[src/ptp_clock_pkg.sv]
package ptp_clock_pkg;

    localparam int unsigned ADDR_W = 16;
    localparam int unsigned DATA_W = 16;
    localparam int unsigned TIME_W = 32;
    localparam int unsigned FRAC_W = 30;
    localparam int unsigned PHASE_W = 3;
    localparam int unsigned RATE_HI_W = FRAC_W - DATA_W;

    // Register byte addresses.
    localparam logic [ADDR_W-1:0] CTRL_ADDR = 16'h0500;
    localparam logic [ADDR_W-1:0] PHASE_ADDR = 16'h0502;
    localparam logic [ADDR_W-1:0] NS_HI_ADDR = 16'h0504;
    localparam logic [ADDR_W-1:0] NS_LO_ADDR = 16'h0506;
    localparam logic [ADDR_W-1:0] SEC_HI_ADDR = 16'h0508;
    localparam logic [ADDR_W-1:0] SEC_LO_ADDR = 16'h050a;
    localparam logic [ADDR_W-1:0] RATE_HI_ADDR = 16'h050c;
    localparam logic [ADDR_W-1:0] RATE_LO_ADDR = 16'h050e;

    // Control register bit positions.
    localparam int unsigned FREQ_OFF_BIT = 15;
    localparam int unsigned STEP_BIT = 6;
    localparam int unsigned STEP_DIR_BIT = 5;
    localparam int unsigned SNAP_BIT = 4;
    localparam int unsigned LOAD_BIT = 3;
    localparam int unsigned CONT_ADJ_BIT = 2;
    localparam int unsigned CLK_EN_BIT = 1;
    localparam int unsigned CLR_BIT = 0;

    // Rate high word bit positions.
    localparam int unsigned RATE_DIR_BIT = 15;
    localparam int unsigned RATE_TEMP_BIT = 14;

    localparam logic [DATA_W-1:0] ZERO_WORD = 16'h0000;
    localparam logic [PHASE_W-1:0] PHASE_MAX = 3'h4;

    // Timing of the real time clock.
    localparam int unsigned SYS_CLK_MHZ = 100;
    localparam int unsigned RTC_TICK_MHZ = 25;
    localparam int unsigned TICK_DIV = SYS_CLK_MHZ / RTC_TICK_MHZ;
    localparam int unsigned TICK_CNT_W = $clog2(TICK_DIV);
    localparam logic [TICK_CNT_W-1:0] TICK_LAST = TICK_CNT_W'(TICK_DIV - 1);
    localparam logic [TIME_W-1:0] RTC_PERIOD_NS = 32'h0000_0028;
    localparam logic [TIME_W-1:0] NS_PER_SEC = 32'h3b9a_ca00;

endpackage : ptp_clock_pkg

[src/time_clock_control.sv]
// Overview of operation
// - Control bit 15 set stops switch timers, shapers and policers following clock trims.
// - Writing 1 to bit 6 steps the running clock by the time value, then the bit clears.
// - Bit 5 selects the step sense: 1 adds the time value, 0 subtracts it.
// - Writing 1 to bit 4 copies the running clock into the time registers, then clears.
// - Writing 1 to bit 3 loads the running clock from the time registers, then clears.
// - While bit 2 is 1 the fractional rate is applied on every 25 MHz tick.
// - Bit 1 lets the clock advance when 1 and holds it when 0.
// - Writing 1 to bit 0 zeroes the running seconds and nanoseconds, keeping the phase, then the bit clears.
// - The rate direction bit adds the fractional rate when 1 and subtracts it when 0.
// - The phase field names one of five 8 ns sub-phases; codes above 4 are invalid.
`timescale 1ns/10ps

module time_clock_control (
    input wire logic clock_i,
    input wire logic srst_i,
    input wire logic [ptp_clock_pkg::ADDR_W-1:0] addr_i,
    input wire logic [ptp_clock_pkg::DATA_W-1:0] wdata_i,
    input wire logic wr_i,
    input wire logic rd_i,
    output logic [ptp_clock_pkg::DATA_W-1:0] rdata_o,
    output logic [ptp_clock_pkg::TIME_W-1:0] rtc_sec_o,
    output logic [ptp_clock_pkg::TIME_W-1:0] rtc_ns_o,
    output logic [ptp_clock_pkg::PHASE_W-1:0] rtc_phase_o,
    output logic freq_follow_disable_o,
    output logic freq_trim_o,
    output logic freq_trim_dir_o
);
    import ptp_clock_pkg::*;

    ////////////////////////////////////////////////////////////////////////////

    function automatic logic reg_hit(input logic [ADDR_W-1:0] addr,
                                     input logic [ADDR_W-1:0] offset);
        reg_hit = (addr == offset);
    endfunction : reg_hit

    logic freq_off_reg, freq_off_next;
    logic step_dir_reg, step_dir_next;
    logic cont_adj_reg, cont_adj_next;
    logic clk_en_reg, clk_en_next;
    logic step_cmd_reg, step_cmd_next;
    logic snap_cmd_reg, snap_cmd_next;
    logic load_cmd_reg, load_cmd_next;
    logic clr_cmd_reg, clr_cmd_next;
    logic [PHASE_W-1:0] phase_reg, phase_next;
    logic [DATA_W-1:0] ns_hi_reg, ns_hi_next;
    logic [DATA_W-1:0] ns_lo_reg, ns_lo_next;
    logic [DATA_W-1:0] sec_hi_reg, sec_hi_next;
    logic [DATA_W-1:0] sec_lo_reg, sec_lo_next;
    logic [DATA_W-1:0] rate_hi_reg, rate_hi_next;
    logic [DATA_W-1:0] rate_lo_reg, rate_lo_next;
    logic [DATA_W-1:0] rdata_reg, rdata_next;
    logic trim_out_reg, trim_out_next;
    logic trim_dir_reg, trim_dir_next;

    logic [PHASE_W-1:0] core_phase;
    logic [TIME_W-1:0] core_sec;
    logic [TIME_W-1:0] core_ns;
    logic core_trim;
    logic [DATA_W-1:0] ctrl_word;

    ////////////////////////////////////////////////////////////////////////////

    rtc_time_core u_core (
        .clock_i(clock_i),
        .srst_i(srst_i),
        .enable_i(clk_en_reg),
        .adj_enable_i(cont_adj_reg),
        .rate_dir_i(rate_hi_reg[RATE_DIR_BIT]),
        .rate_i({rate_hi_reg[RATE_HI_W-1:0], rate_lo_reg}),
        .clear_i(clr_cmd_reg),
        .load_i(load_cmd_reg),
        .step_i(step_cmd_reg),
        .step_add_i(step_dir_reg),
        .set_phase_i(phase_reg),
        .set_sec_i({sec_hi_reg, sec_lo_reg}),
        .set_ns_i({ns_hi_reg, ns_lo_reg}),
        .phase_o(core_phase),
        .sec_o(core_sec),
        .ns_o(core_ns),
        .trim_o(core_trim)
    );

    ////////////////////////////////////////////////////////////////////////////

    // Command bits read back as 1 only in the cycle in which they act.
    always_comb begin
        ctrl_word = ZERO_WORD;
        ctrl_word[FREQ_OFF_BIT] = freq_off_reg;
        ctrl_word[STEP_BIT] = step_cmd_reg;
        ctrl_word[STEP_DIR_BIT] = step_dir_reg;
        ctrl_word[SNAP_BIT] = snap_cmd_reg;
        ctrl_word[LOAD_BIT] = load_cmd_reg;
        ctrl_word[CONT_ADJ_BIT] = cont_adj_reg;
        ctrl_word[CLK_EN_BIT] = clk_en_reg;
        ctrl_word[CLR_BIT] = clr_cmd_reg;
    end

    // Control register and its self-clearing commands.
    always_comb begin
        logic ctrl_wr;
        ctrl_wr = wr_i && reg_hit(addr_i, CTRL_ADDR);
        freq_off_next = freq_off_reg;
        step_dir_next = step_dir_reg;
        cont_adj_next = cont_adj_reg;
        clk_en_next = clk_en_reg;
        step_cmd_next = 1'b0;
        snap_cmd_next = 1'b0;
        load_cmd_next = 1'b0;
        clr_cmd_next = 1'b0;
        if (ctrl_wr) begin
            freq_off_next = wdata_i[FREQ_OFF_BIT];
            step_dir_next = wdata_i[STEP_DIR_BIT];
            cont_adj_next = wdata_i[CONT_ADJ_BIT];
            clk_en_next = wdata_i[CLK_EN_BIT];
            step_cmd_next = wdata_i[STEP_BIT];
            snap_cmd_next = wdata_i[SNAP_BIT];
            load_cmd_next = wdata_i[LOAD_BIT];
            clr_cmd_next = wdata_i[CLR_BIT];
        end
    end

    always_ff @(posedge clock_i) begin
        if (srst_i) begin
            freq_off_reg <= 1'b0;
            step_dir_reg <= 1'b0;
            cont_adj_reg <= 1'b0;
            clk_en_reg <= 1'b0;
            step_cmd_reg <= 1'b0;
            snap_cmd_reg <= 1'b0;
            load_cmd_reg <= 1'b0;
            clr_cmd_reg <= 1'b0;
        end else begin
            freq_off_reg <= freq_off_next;
            step_dir_reg <= step_dir_next;
            cont_adj_reg <= cont_adj_next;
            clk_en_reg <= clk_en_next;
            step_cmd_reg <= step_cmd_next;
            snap_cmd_reg <= snap_cmd_next;
            load_cmd_reg <= load_cmd_next;
            clr_cmd_reg <= clr_cmd_next;
        end
    end

    ////////////////////////////////////////////////////////////////////////////

    // Time and rate registers; a snapshot wins over a software write.
    always_comb begin
        phase_next = phase_reg;
        ns_hi_next = ns_hi_reg;
        ns_lo_next = ns_lo_reg;
        sec_hi_next = sec_hi_reg;
        sec_lo_next = sec_lo_reg;
        rate_hi_next = rate_hi_reg;
        rate_lo_next = rate_lo_reg;
        if (wr_i) begin
            if (reg_hit(addr_i, PHASE_ADDR) && wdata_i[PHASE_W-1:0] <= PHASE_MAX) begin
                phase_next = wdata_i[PHASE_W-1:0];
            end
            if (reg_hit(addr_i, NS_HI_ADDR)) begin
                ns_hi_next = wdata_i;
            end
            if (reg_hit(addr_i, NS_LO_ADDR)) begin
                ns_lo_next = wdata_i;
            end
            if (reg_hit(addr_i, SEC_HI_ADDR)) begin
                sec_hi_next = wdata_i;
            end
            if (reg_hit(addr_i, SEC_LO_ADDR)) begin
                sec_lo_next = wdata_i;
            end
            if (reg_hit(addr_i, RATE_HI_ADDR)) begin
                rate_hi_next = wdata_i;
            end
            if (reg_hit(addr_i, RATE_LO_ADDR)) begin
                rate_lo_next = wdata_i;
            end
        end
        if (snap_cmd_reg) begin
            phase_next = core_phase;
            ns_hi_next = core_ns[TIME_W-1:DATA_W];
            ns_lo_next = core_ns[DATA_W-1:0];
            sec_hi_next = core_sec[TIME_W-1:DATA_W];
            sec_lo_next = core_sec[DATA_W-1:0];
        end
    end

    always_ff @(posedge clock_i) begin
        if (srst_i) begin
            phase_reg <= '0;
            ns_hi_reg <= ZERO_WORD;
            ns_lo_reg <= ZERO_WORD;
            sec_hi_reg <= ZERO_WORD;
            sec_lo_reg <= ZERO_WORD;
            rate_hi_reg <= ZERO_WORD;
            rate_lo_reg <= ZERO_WORD;
        end else begin
            phase_reg <= phase_next;
            ns_hi_reg <= ns_hi_next;
            ns_lo_reg <= ns_lo_next;
            sec_hi_reg <= sec_hi_next;
            sec_lo_reg <= sec_lo_next;
            rate_hi_reg <= rate_hi_next;
            rate_lo_reg <= rate_lo_next;
        end
    end

    ////////////////////////////////////////////////////////////////////////////

    // Read data stand in the cycle after the strobe only; unmapped reads give zero.
    always_comb begin
        rdata_next = ZERO_WORD;
        if (rd_i) begin
            unique case (addr_i)
                CTRL_ADDR: rdata_next = ctrl_word;
                PHASE_ADDR: rdata_next = {{(DATA_W - PHASE_W){1'b0}}, phase_reg};
                NS_HI_ADDR: rdata_next = ns_hi_reg;
                NS_LO_ADDR: rdata_next = ns_lo_reg;
                SEC_HI_ADDR: rdata_next = sec_hi_reg;
                SEC_LO_ADDR: rdata_next = sec_lo_reg;
                RATE_HI_ADDR: rdata_next = rate_hi_reg;
                RATE_LO_ADDR: rdata_next = rate_lo_reg;
                default: rdata_next = ZERO_WORD;
            endcase
        end
    end

    // Trims reach the switch timers only while they follow the clock.
    always_comb begin
        trim_out_next = core_trim && !freq_off_reg;
        trim_dir_next = rate_hi_reg[RATE_DIR_BIT];
    end

    always_ff @(posedge clock_i) begin
        if (srst_i) begin
            rdata_reg <= ZERO_WORD;
            trim_out_reg <= 1'b0;
            trim_dir_reg <= 1'b0;
        end else begin
            rdata_reg <= rdata_next;
            trim_out_reg <= trim_out_next;
            trim_dir_reg <= trim_dir_next;
        end
    end

    assign rdata_o = rdata_reg;
    assign rtc_sec_o = core_sec;
    assign rtc_ns_o = core_ns;
    assign rtc_phase_o = core_phase;
    assign freq_follow_disable_o = freq_off_reg;
    assign freq_trim_o = trim_out_reg;
    assign freq_trim_dir_o = trim_dir_reg;

endmodule : time_clock_control

[src/rtc_time_core.sv]
`timescale 1ns/10ps

module rtc_time_core (
    input wire logic clock_i,
    input wire logic srst_i,
    input wire logic enable_i,
    input wire logic adj_enable_i,
    input wire logic rate_dir_i,
    input wire logic [ptp_clock_pkg::FRAC_W-1:0] rate_i,
    input wire logic clear_i,
    input wire logic load_i,
    input wire logic step_i,
    input wire logic step_add_i,
    input wire logic [ptp_clock_pkg::PHASE_W-1:0] set_phase_i,
    input wire logic [ptp_clock_pkg::TIME_W-1:0] set_sec_i,
    input wire logic [ptp_clock_pkg::TIME_W-1:0] set_ns_i,
    output logic [ptp_clock_pkg::PHASE_W-1:0] phase_o,
    output logic [ptp_clock_pkg::TIME_W-1:0] sec_o,
    output logic [ptp_clock_pkg::TIME_W-1:0] ns_o,
    output logic trim_o
);
    import ptp_clock_pkg::*;

    logic [TICK_CNT_W-1:0] div_reg, div_next;
    logic [PHASE_W-1:0] phase_reg, phase_next;
    logic [TIME_W-1:0] sec_reg, sec_next;
    logic [TIME_W-1:0] ns_reg, ns_next;
    logic [FRAC_W-1:0] frac_reg, frac_next;
    logic trim_reg, trim_next;

    // Seconds, nanoseconds and fraction change together in one cycle; the phase changes only on a load.
    always_comb begin
        logic [FRAC_W:0] frac_sum;
        logic [TIME_W:0] ns_sum;
        logic [TIME_W-1:0] inc;
        frac_sum = '0;
        ns_sum = '0;
        inc = RTC_PERIOD_NS;
        div_next = div_reg;
        phase_next = phase_reg;
        sec_next = sec_reg;
        ns_next = ns_reg;
        frac_next = frac_reg;
        trim_next = 1'b0;
        if (clear_i) begin
            div_next = '0;
            sec_next = '0;
            ns_next = '0;
            frac_next = '0;
        end else if (load_i) begin
            phase_next = set_phase_i;
            sec_next = set_sec_i;
            ns_next = set_ns_i;
        end else if (step_i) begin
            if (step_add_i) begin
                ns_sum = {1'b0, ns_reg} + {1'b0, set_ns_i};
                if (ns_sum >= {1'b0, NS_PER_SEC}) begin
                    ns_next = TIME_W'(ns_sum - {1'b0, NS_PER_SEC});
                    sec_next = sec_reg + set_sec_i + 32'h0000_0001;
                end else begin
                    ns_next = ns_sum[TIME_W-1:0];
                    sec_next = sec_reg + set_sec_i;
                end
            end else if (ns_reg >= set_ns_i) begin
                ns_next = ns_reg - set_ns_i;
                sec_next = sec_reg - set_sec_i;
            end else begin
                ns_next = ns_reg + NS_PER_SEC - set_ns_i;
                sec_next = sec_reg - set_sec_i - 32'h0000_0001;
            end
        end else if (enable_i) begin
            div_next = (div_reg == TICK_LAST) ? '0 : div_reg + 1'b1;
            if (div_reg == TICK_LAST) begin
                if (adj_enable_i) begin
                    if (rate_dir_i) begin
                        frac_sum = {1'b0, frac_reg} + {1'b0, rate_i};
                        inc = frac_sum[FRAC_W] ? RTC_PERIOD_NS + 32'h0000_0001 : RTC_PERIOD_NS;
                    end else begin
                        frac_sum = {1'b0, frac_reg} - {1'b0, rate_i};
                        inc = frac_sum[FRAC_W] ? RTC_PERIOD_NS - 32'h0000_0001 : RTC_PERIOD_NS;
                    end
                    frac_next = frac_sum[FRAC_W-1:0];
                    trim_next = frac_sum[FRAC_W];
                end
                ns_sum = {1'b0, ns_reg} + {1'b0, inc};
                if (ns_sum >= {1'b0, NS_PER_SEC}) begin
                    ns_next = TIME_W'(ns_sum - {1'b0, NS_PER_SEC});
                    sec_next = sec_reg + 32'h0000_0001;
                end else begin
                    ns_next = ns_sum[TIME_W-1:0];
                end
            end
        end
    end

    always_ff @(posedge clock_i) begin
        if (srst_i) begin
            div_reg <= '0;
            phase_reg <= '0;
            sec_reg <= '0;
            ns_reg <= '0;
            frac_reg <= '0;
            trim_reg <= 1'b0;
        end else begin
            div_reg <= div_next;
            phase_reg <= phase_next;
            sec_reg <= sec_next;
            ns_reg <= ns_next;
            frac_reg <= frac_next;
            trim_reg <= trim_next;
        end
    end

    assign phase_o = phase_reg;
    assign sec_o = sec_reg;
    assign ns_o = ns_reg;
    assign trim_o = trim_reg;

endmodule : rtc_time_core

[config.mk]
export PLATFORM = sky130hd
export DESIGN_NAME = time_clock_control
export DESIGN_NICKNAME = d
export VERILOG_FILES = /design/src/ptp_clock_pkg.sv /design/src/time_clock_control.sv /design/src/rtc_time_core.sv
export SDC_FILE = /design/constraint.sdc
export NUM_CORES = 1
export LEC_CHECK = 0
export ABC_AREA = 0
export BUFFER_PORTS_ARGS = -buffer_cell sky130_fd_sc_hd__buf_2
export CORE_UTILIZATION = 54
export CTS_BUF_LIST = sky130_fd_sc_hd__clkbuf_4 sky130_fd_sc_hd__clkbuf_8 sky130_fd_sc_hd__clkbuf_16
export DETAILED_ROUTE_END_ITERATION = 10
export HOLD_SLACK_MARGIN = 0.03
export PLACE_DENSITY = 0.71
export SETUP_SLACK_MARGIN = 0.05
export SYNTH_ARGS = -nofsm -noshare
export SYNTH_HDL_FRONTEND = slang
export SYNTH_HIERARCHICAL = 1
export SYNTH_SLANG_ARGS = --single-unit
export TNS_END_PERCENT = 100
[constraint.sdc]
create_clock -name clock_i -period 9.1 [get_ports clock_i]
set_input_delay 0.455 -clock clock_i [delete_from_list [all_inputs] [get_ports clock_i]]
set_output_delay 0.455 -clock clock_i [all_outputs]
set_load 0.01 [all_outputs]
== Word-level counts from Yosys, hierarchy flattened ==
Cells that the tools add are included.

* Register bits: 225
* Word-level logic and storage cells: 132
* Output and inout port bits: 86
* Input bits: 36

* Magnitude comparators: 4
* Muxes and demuxes: 43
* Eq/ne operators: 9
* Bitwise gates (word level): 8
* Reductions and logical operators: 29
* Add/subtract/negate cells: 15

{| class="wikitable"
|+ Operators with widths
! cell !! count
|-
| $mux W32 || 23
|-
| $mux W16 || 12
|-
| $eq A16 B11 Y1 const B || 8
|-
| $pmux W16 S8 || 1
|-
| $sub A32 B32 Y32 || 3
|-
| $add A32 B32 Y33 || 2
|-
| $ge A33 B30 Y1 const B || 2
|-
| $add A32 B1 Y32 const B || 2
|-
| $sub A32 B30 Y32 const B || 2
|-
| $add A32 B30 Y32 const B || 1
|-
| $add A32 B32 Y32 || 1
|-
| $ge A32 B32 Y1 || 1
|-
| $sub A32 B1 Y32 const B || 1
|-
| $add A30 B30 Y31 || 1
|-
| $mux W31 || 1
|-
| $sub A30 B30 Y31 || 1
|-
| $reduce_and A2 Y1 || 9
|-
| $reduce_bool A2 Y1 || 6
|-
| $mux W3 || 3
|-
| $reduce_bool A3 Y1 || 3
|-
| $not A1 Y1 || 8
|-
| $reduce_or A7 Y1 || 1
|-
| $reduce_and A3 Y1 || 2
|-
| $reduce_or A2 Y1 || 3
|-
| 9 further kinds || 11
|}

== Logic depth before layout (Yosys ltp) ==
Gate-level depths: netlist of run 1.

* Depth after elaboration: 16
* Depth in mapped cells: 37
* Depth with buffers taken out: 34

== Cells and area by module ==
Netlist of run 1, hierarchy kept.

{| class="wikitable"
|+ By module, submodules not included
! module !! cells each !! area an instance (sq um) !! times used !! sequential area each (sq um)
|-
| rtc_time_core || 3098 || 21443.1 || 1 || 2001.9
|-
| time_clock_control || 723 || 6229.7 || 1 || 2502.4
|}

== Worst setup path after synthesis of run 1 ==
OpenSTA, ideal clock, no wires.

* Path type: reg-to-reg
* Start point: register rate_lo_reg[0]
* End point: register u_core.sec_reg[29], in the netlist u_core/sec_o[29]
* Data arrival time: 7108 ps
* Cell stages (with the launch flop): 37
* Path slack: 1933 ps
* Path buffers: 4
* Setup time: 58 ps
* Clock period less this slack: 7167 ps
* Path through: dfxtp_1 > ha_1 > inv_1 > fa_1 > o21ba_2 > o21bai_1 > a21oi_1 > o21bai_1 > a21oi_1 > o211ai_1 > a2111oi_0 > o31ai_1 > o211ai_1 > a211oi_1 > o31a_1 > nor2_1 > o21bai_1 > a222oi_1 > nor2b_1 > ha_1 > inv_1 > fa_1 > clkbuf_1 > nor2_1 > and3_1 > clkbuf_1 > o21a_1 > clkbuf_1 > nand3_1 > xnor2_1 > a2111oi_0 > a31oi_1 > clkbuf_1 > o21ai_1 > nand2_1 > a2111oi_0 > a31o_2

* Cells in the longest elaborated chain, start to end: 13

{| class="wikitable"
|+ RTL lines
! what !! RTL line !! source
|-
| start, declared || time_clock_control.sv:52 || <nowiki>logic [DATA_W-1:0] rate_lo_reg, rate_lo_next;</nowiki>
|-
| start signal, assigned || time_clock_control.sv:205 || <nowiki>rate_lo_reg <= rate_lo_next;</nowiki>
|-
| $sub A30 B30 Y31 / $add A30 B30 Y31 (equally long branches) || rtc_time_core.sv:79, rtc_time_core.sv:76 ||
|-
| $mux W4 / $mux W1 (equally long branches) || rtc_time_core.sv:80, rtc_time_core.sv:77 ||
|-
| $mux W32 * || rtc_time_core.sv:75 || <nowiki>if (rate_dir_i) begin</nowiki>
|-
| $mux W32 * || rtc_time_core.sv:74 || <nowiki>if (adj_enable_i) begin</nowiki>
|-
| $mux W32 * || rtc_time_core.sv:73 || <nowiki>if (div_reg == TICK_LAST) begin</nowiki>
|-
| $mux W32 * || rtc_time_core.sv:71 || <nowiki>end else if (enable_i) begin</nowiki>
|-
| $mux W32 * || rtc_time_core.sv:54 || <nowiki>end else if (step_i) begin</nowiki>
|-
| $mux W32 * || rtc_time_core.sv:50 || <nowiki>end else if (load_i) begin</nowiki>
|-
| $mux W32 * || rtc_time_core.sv:45 || <nowiki>if (clear_i) begin</nowiki>
|-
| $add A32 B32 Y33 * || rtc_time_core.sv:85 || <nowiki>ns_sum = {1'b0, ns_reg} + {1'b0, inc};</nowiki>
|-
| $ge A33 B30 Y1 * || rtc_time_core.sv:86 || <nowiki>if (ns_sum >= {1'b0, NS_PER_SEC}) begin</nowiki>
|-
| $reduce_bool A3 Y1 (no source line) * || - ||
|-
| $reduce_and A3 Y1 (no source line) * || - ||
|-
| end signal, assigned || rtc_time_core.sv:107 || <nowiki>sec_reg <= sec_next;</nowiki>
|-
| end, declared || rtc_time_core.sv:26 || <nowiki>logic [TIME_W-1:0] sec_reg, sec_next;</nowiki>
|}

Every way passes the cells marked *; elsewhere a longest branch is shown, timed or not. The select of a mux whose other input is x is not followed.
A chain may end at the register's enable or synchronous reset.

== Worst setup path after layout of run 1 ==
Same ends and word-level chain as after synthesis.

==> results.md, run 1 <==
- Run status: finished, final reports clean
- # rows: a little over 80
- Hold Path Cell Cnt: 3
- Crit path largest cell delay: between 0.7 and 0.8 ns
- H-tree Lvls: 1
- DR WL/cell: between 20 and 25 um
- DRC Markers: 0
- Peak supply drop: about 0.11 mV
- Share of cells above drive strength 1: under 10%
- Slew headroom: between 10% and 20%
- Hold WS: 0.272 ns
- Yosys reg bits: 225
- FF-to-FF Start: rate_lo_reg[0]
- Setup crit start kind: register
- DP Worst Slack: 0.415 ns
- Final Cycle Share: a little over nine tenths
- Slew Viols, Final: 0
- Count of buffers from port buffering: approximately 120
- Setup slack after layout: between 0.4 and 0.5 ns
- Required @ worst endpoint: 9.64 ns
- Async S/R FF share, synth: 0%
- Synth Area per Inst: just over 7 um^2
- Vias in the first global route: approximately 27k
- # fillers: ~4.9k
- Most frequent cells in the layout: nor2_1, a21oi_1, inv_1
- R2R Setup Slk: 0.50 ns
- Top-Level Pins: approximately 120
- Leakage dissipation: between 10 and 15 nW
- Final clock skew: approximately 0.018 ns
- Reg2reg end: u_core/sec_o[29]
- Slew @ Worst Pin: 1.34 ns
- Die Wd: about 230 um
- Power Density: around 77 nW/um^2
- Die height: 228 um
- Max-cap violations: 0
- Vias per inst: about 6.8
- Initial antenna violation count: 1
- Clk Latency, worst-skew pair: 0.60 ns
- First-pass GRT wire length: 165 mm
- Setup crit end kind: register
- Yosys warning count: 6
- Clk buf depth: 3
- Crit path max fanout: 11
- Register area share after synthesis: between 15 and 20%
- Nets: roughly 4.1k
- Post-synth top area share: approximately 16%
- Area Overhead vs Synth: 6.54%
- Post-Synthesis Cells: 3821
- First drt pass iteration count: 6
- Num CTS Buffers: 27
- ANT nets after route: 0
- DR vias: slightly above 30k
- DRT iter0 DRCs: roughly 4.1k
- Post-synth EDFFs: 0
- Grt total ovfl: 0
- Main synth FF type: dfxtp_1
- Most used cell, CP: o211ai_1
- GPL Wtd Cong: slightly above 1
- Final HPWL DP: approximately 80 mm
- Synthesized area: 27700 um^2
- Top cells by area, synth: dfxtp_1, ha_1, xnor2_1
- Worst path slowest cell: or4b_2
- Initial core utilization: a little over half
- Clock transition at the registers of the reported paths: 0.07 ns
- Crit path kind: reg2reg
- Count of cell types in the netlist: roughly 110
- Detailed Route WL: 109 mm
- Worst R2R Path Depth: 35
- Endpoint, Worst Hold: rate_hi_reg[15]
- Mapped Nets: 4120
- Final setup fails: 0
- N_diodes: 0
- Post-layout min period: between 8 and 9 ns
- Clock sink count: about 230
- Total power: around 2.3 mW
- Die area: between 50000 and 60000 um^2
- Cell taking the most area after synthesis: dfxtp_1
- Largest net degree at the start of global routing: between 100 and 150
- Hold crit path type: in2reg
- Core area: 50400 um^2
- Arr. time, crit path: just over 9 ns
- Root buf cell: clkbuf_16
- Hold path startpoint: wdata_i[15]
- Total track usage: between 30% and 40%
- Fmax: around 120 MHz
- Hold Fails Final Rpt: 0
- TritonCTS clock tree: built
- Most common cell after layout, fill and taps aside: nor2_1
cell type report:
type / instances / area (um^2) / area share (%)
inverter: 285 / 1070 / 3.63
sequential: 225 / 4510 / 15.3
timing repair buffer: 173 / 998 / 3.39
multi-input combinational: 3076 / 21100 / 71.6
clock buffer: 33 / 739 / 2.51
tap: 672 / 841 / 2.85
clock inverter: 16 / 214 / 0.726
worst max path at each step:
| stage | start | end | slack [ns] | cells past startpoint |
|---|---|---|---|---|
| after global placement | rate_lo_reg[0] | u_core/sec_o[29] | 0.60 | 33 |
| final | rate_lo_reg[0] | u_core/sec_o[29] | 0.50 | 35 |
| after global routing | rate_lo_reg[2] | u_core/ns_o[13] | -0.03 | 34 |
| after detailed placement | rate_lo_reg[0] | u_core/sec_o[29] | 0.42 | 33 |
| after floorplan | rate_lo_reg[0] | u_core/sec_o[29] | 1.93 | 36 |
| after CTS | rate_lo_reg[0] | u_core/sec_o[29] | 0.33 | 33 |
cells by family (layout without fill, tap and decap cells):
family,after synthesis,after routing,share of synthesized area (%)
xor+xnor,291,291,9.21
fa+ha+maj,263,263,12.6
flops,225,225,16.3
compound gates,1257,1257,30.4
mux,41,41,1.63
simple gates,1224,1224,22.3
buf+inv,520,507,7.62
report_power, final:
group	switching, mW	leakage [nW]	internal [mW]
logic	0.0710	9.12	0.0155
clock network	0.510	0.468	0.698
registers	0.0000178	1.81	0.984
total	0.581	11.4	1.70
worst max-delay path: cells and delay by family (launching register included):
family | cells | cell delay [ns]
AO/OA/AOI/OAI | 21 | 4.40
XOR/XNOR | 1 | 0.19
adder cells (fa/ha/maj) | 4 | 1.44
buffers and inverters | 5 | 0.82
flip-flops | 1 | 0.38
AND/OR/NAND/NOR | 4 | 1.31
repair_timing:
item,4_1_cts,5_1_grt
setup buffers,0,0
resized for setup,0,5
hold buffers,0,0
setup endpoints to repair,0,47
cell usage after synthesis, drive strengths merged, types with 58 or more instances:
library cell	instances
nor2	361
a21oi	341
ha	238
o21ai	264
xor2	62
clkbuf	198
dfxtp	225
nand2	250
inv	276
a211oi	79
nor3	88
xnor2	229
nand3	169
a311oi	61
nor4	58
stage by stage:
stage          cells  setup TNS [ns]  area [um^2]  utilization [%]
2_1_floorplan   3821               0        27700                -
3_3_place_gp    4431               0        28500             56.6
3_5_place_dp    4431               0        28500             56.6
4_1_cts         4480               0        29500             58.5
5_1_grt         4480         -0.0307        29500             58.5
6_report        4480               0        29500             58.5
metal layers:
metal  part of all wire (%)  GRT usage [%]  vias up
li1                       -              -    13900
met1                     41           54.4    14400
met2                     42           59.9     1930
met3                     11           6.11      397
met4                    6.4           22.5        2
met5                  0.012              0        -
Power figures use the tool's default switching activity.
==> run 2: changes to the inputs <==
--- a/config.mk
+++ b/config.mk
@@ -12,6 +12,7 @@
 export DETAILED_ROUTE_END_ITERATION = 10
 export HOLD_SLACK_MARGIN = 0.03
 export PLACE_DENSITY = 0.71
+export REMOVE_ABC_BUFFERS = 1
 export SETUP_SLACK_MARGIN = 0.05
 export SYNTH_ARGS = -nofsm -noshare
 export SYNTH_HDL_FRONTEND = slang
==> constraint.sdc (replaced) <==
create_clock -name clock_i -period 10.1 [get_ports clock_i]
set_input_delay 0.505 -clock clock_i [delete_from_list [all_inputs] [get_ports clock_i]]
set_output_delay 0.505 -clock clock_i [all_outputs]
set_load 0.01 [all_outputs]
==> run 2 against run 1 <==
Effect of this change:
- final cell count is 0.11% lower
- fmax shrank 8.0%
- clock skew rose by 0.0085 ns
- worst hold slack improved by 0.060 ns
- combinational power decreased by 11%
- sequential cell count is the same
- design area fell by 0.37%
==> results.md, run 2 (synthesis gave the netlist of run 1 again) <==
- Most frequent cells in the layout: nor2_1, a21oi_1, inv_1 (unchanged)
- Required @ worst endpoint: 10.62 ns (was 9.64 ns)
- Total power: 1.98 mW (was 2.28 mW)
- Hold Path Cell Cnt: 3 (unchanged)
- Share of cells above drive strength 1: 8.97% (was 9.22%)
- Area Overhead vs Synth: 6.15% (was 6.54%)
- Power Density: 67.3 nW/um^2 (was 77.3 nW/um^2)
- Core area: 50400 um^2 (unchanged)
- Most common cell after layout, fill and taps aside: nor2_1 (unchanged)
- H-tree Lvls: 1 (unchanged)
- Count of buffers from port buffering: 121 (unchanged)
- # rows: 82 (unchanged)
- Vias in the first global route: 27.4k (about the same)
- DRT iter0 DRCs: 4083 (was 4092)
- Leakage dissipation: 11.3 nW (was 11.4 nW)
- Final clock skew: 0.0267 ns (was 0.0182 ns)
- RSZ-0062 raised after global routing: false
- Postcts setup bufs: 0 (unchanged)
- Hold path startpoint: wdata_i[1] (was wdata_i[15])
- Grt total ovfl: 0 (unchanged)
- DP Area: 28500 um^2 (about the same)
- Final HPWL DP: 80.9 mm (was 80.2 mm)
- Detailed Route WL: 108 mm (was 109 mm)
- Slew Viols, Final: 0 (unchanged)
- Setup crit end kind: register (unchanged)
- Worst R2R Path Depth: 31 (was 35)
- Hold Fails Final Rpt: 0 (unchanged)
- Hold WS: 0.333 ns (was 0.272 ns)
- Die area: 52200 um^2 (unchanged)
- Vias per inst: 6.77 (was 6.84)
- Hold-fix buffers, CTS: 0 (unchanged)
- Crit path kind: reg2reg (unchanged)
- GPL Wtd Cong: 1.02 (was 1.03)
- Final setup fails: 0 (unchanged)
- FF-to-FF Start: rate_lo_reg[0] (unchanged)
- Initial core utilization: 54.9% (unchanged)
- Clk Latency, worst-skew pair: 0.58 ns (was 0.60 ns)
- Top-Level Pins: 122 (unchanged)
- TritonCTS clock tree: built (unchanged)
- R2R Setup Slk: 0.75 ns (was 0.50 ns)
- Endpoint, Worst Hold: clk_en_reg (was rate_hi_reg[15])
- Die Wd: 228 um (unchanged)
- Setup TNS: 0 ns (unchanged)
- Setup crit start kind: register (unchanged)
- Peak supply drop: 0.118 mV (was 0.112 mV)
- Arr. time, crit path: 9.87 ns (was 9.14 ns)
- Max-cap violations: 0 (unchanged)
- Clock sink count: 225 (unchanged)
- Crit path largest cell delay: 1.13 ns (was 0.75 ns)
- Post-route cell area: 29400 um^2 (was 29500 um^2)
- First drt pass iteration count: 7 (was 6)
- Largest net degree at the start of global routing: 97 (was 103)
- Crit path max fanout: 28 (was 11)
- Worst path slowest cell: a2111oi_0 (was or4b_2)
- DRC Markers: 0 (unchanged)
- Critical path buffer and inverter count: 2 (was 5)
- ANT nets after route: 0 (unchanged)
- Top delay family on crit path: compound AO/OA/AOI/OAI gates (unchanged)
- First-pass GRT wire length: 165 mm (about the same)
- Final Cycle Share: 92.6% (was 94.5%)
- Fmax: 107 MHz (was 116 MHz)
- Die height: 228 um (unchanged)
- Slew headroom: 10.2% (was 10.0%)
- DR vias: 30.3k (was 30.6k)
- Most used cell, CP: a2111oi_0 (was o211ai_1)
- Num CTS Buffers: 27 (unchanged)
- Initial antenna violation count: 4 (was 1)
- Reg2reg end: u_core/sec_o[29] (unchanged)
- Hold crit path type: in2reg (unchanged)
- Total track usage: 39.8% (was 39.9%)
- Run status: finished, final reports clean (unchanged)
- # resized after CTS: 0 (unchanged)
- Root buf cell: clkbuf_16 (unchanged)
- Nets: 4079 (was 4087)
- Slew @ Worst Pin: 1.31 ns (was 1.34 ns)
- Clk buf depth: 3 (unchanged)
- DR WL/cell: 24.2 um (was 24.3 um)
- Post-layout min period: 9.35 ns (was 8.60 ns)
- Clock transition at the registers of the reported paths: 0.06 ns (was 0.07 ns)
[run 2: cell types whose count changed in the layout (fill, tap and decap cells not counted), moves of 2 or more]
cell       previous run  this run
inv_6                 3         1
a2111oi_0            20        22
buf_4                53        45
bufinv_16             4         2
diode_2               0         3
clkbuf_8              3         6
clkinv_4              0         2
[run 2: where the power goes]
part,switching [mW],internal (mW)
Clock,0.419,0.594
Sequential,0.0000164,0.887
Combinational,0.0628,0.0140
[run 2: final cells by class]
cell class                      count  area [um^2]
Multi-Input combinational cell   3076        21100
Fill cell                        4913        21000
Sequential cell                   225         4510
Inverter                          285         1070
Timing Repair Buffer              165          938
Tap cell                          672          841
Clock buffer                       36          781
Clock inverter                     13          131
Antenna cell                        3         7.51
[run 2: worst max-delay path by stage]
stage | from | to | slack (ns) | cells after the start
after global routing | rate_lo_reg[1] | u_core/sec_o[29] | 0.39 | 33
final | rate_lo_reg[0] | u_core/sec_o[29] | 0.75 | 31
after CTS | rate_lo_reg[0] | u_core/sec_o[29] | 1.12 | 31
after global placement | rate_lo_reg[0] | u_core/sec_o[29] | 1.35 | 34
after floorplan | rate_lo_reg[0] | u_core/sec_o[29] | 1.88 | 33
after detailed placement | rate_lo_reg[0] | u_core/sec_o[29] | 1.21 | 31
[run 2: layer usage]
layer	track usage [%]	vias to the layer above	routed length [um]
met5	0	-	0
met4	21.5	0	6680
met3	6.50	349	10500
met2	62.3	1792	47000
met1	52.4	14200	44100
li1	-	13900	-
[run 2: stage by stage]
step / utilization [%] / setup WS [ns] / std cells
after floorplan: - / 1.88 / 3586
after global routing: 58.3 / 0.394 / 4474
after CTS: 58.3 / 1.12 / 4472
after global placement: 56.5 / 1.35 / 4423
final: 58.3 / 0.751 / 4475
after detailed placement: 56.5 / 1.21 / 4423
[run 2: worst reg2reg max path, delay by kind of cell (launching register included)]
kind            cells  cell delay [ns]
fa+ha+maj           3             0.66
flops               1             0.34
buf+inv             2             0.39
simple gates        4             0.66
compound gates     22             7.27
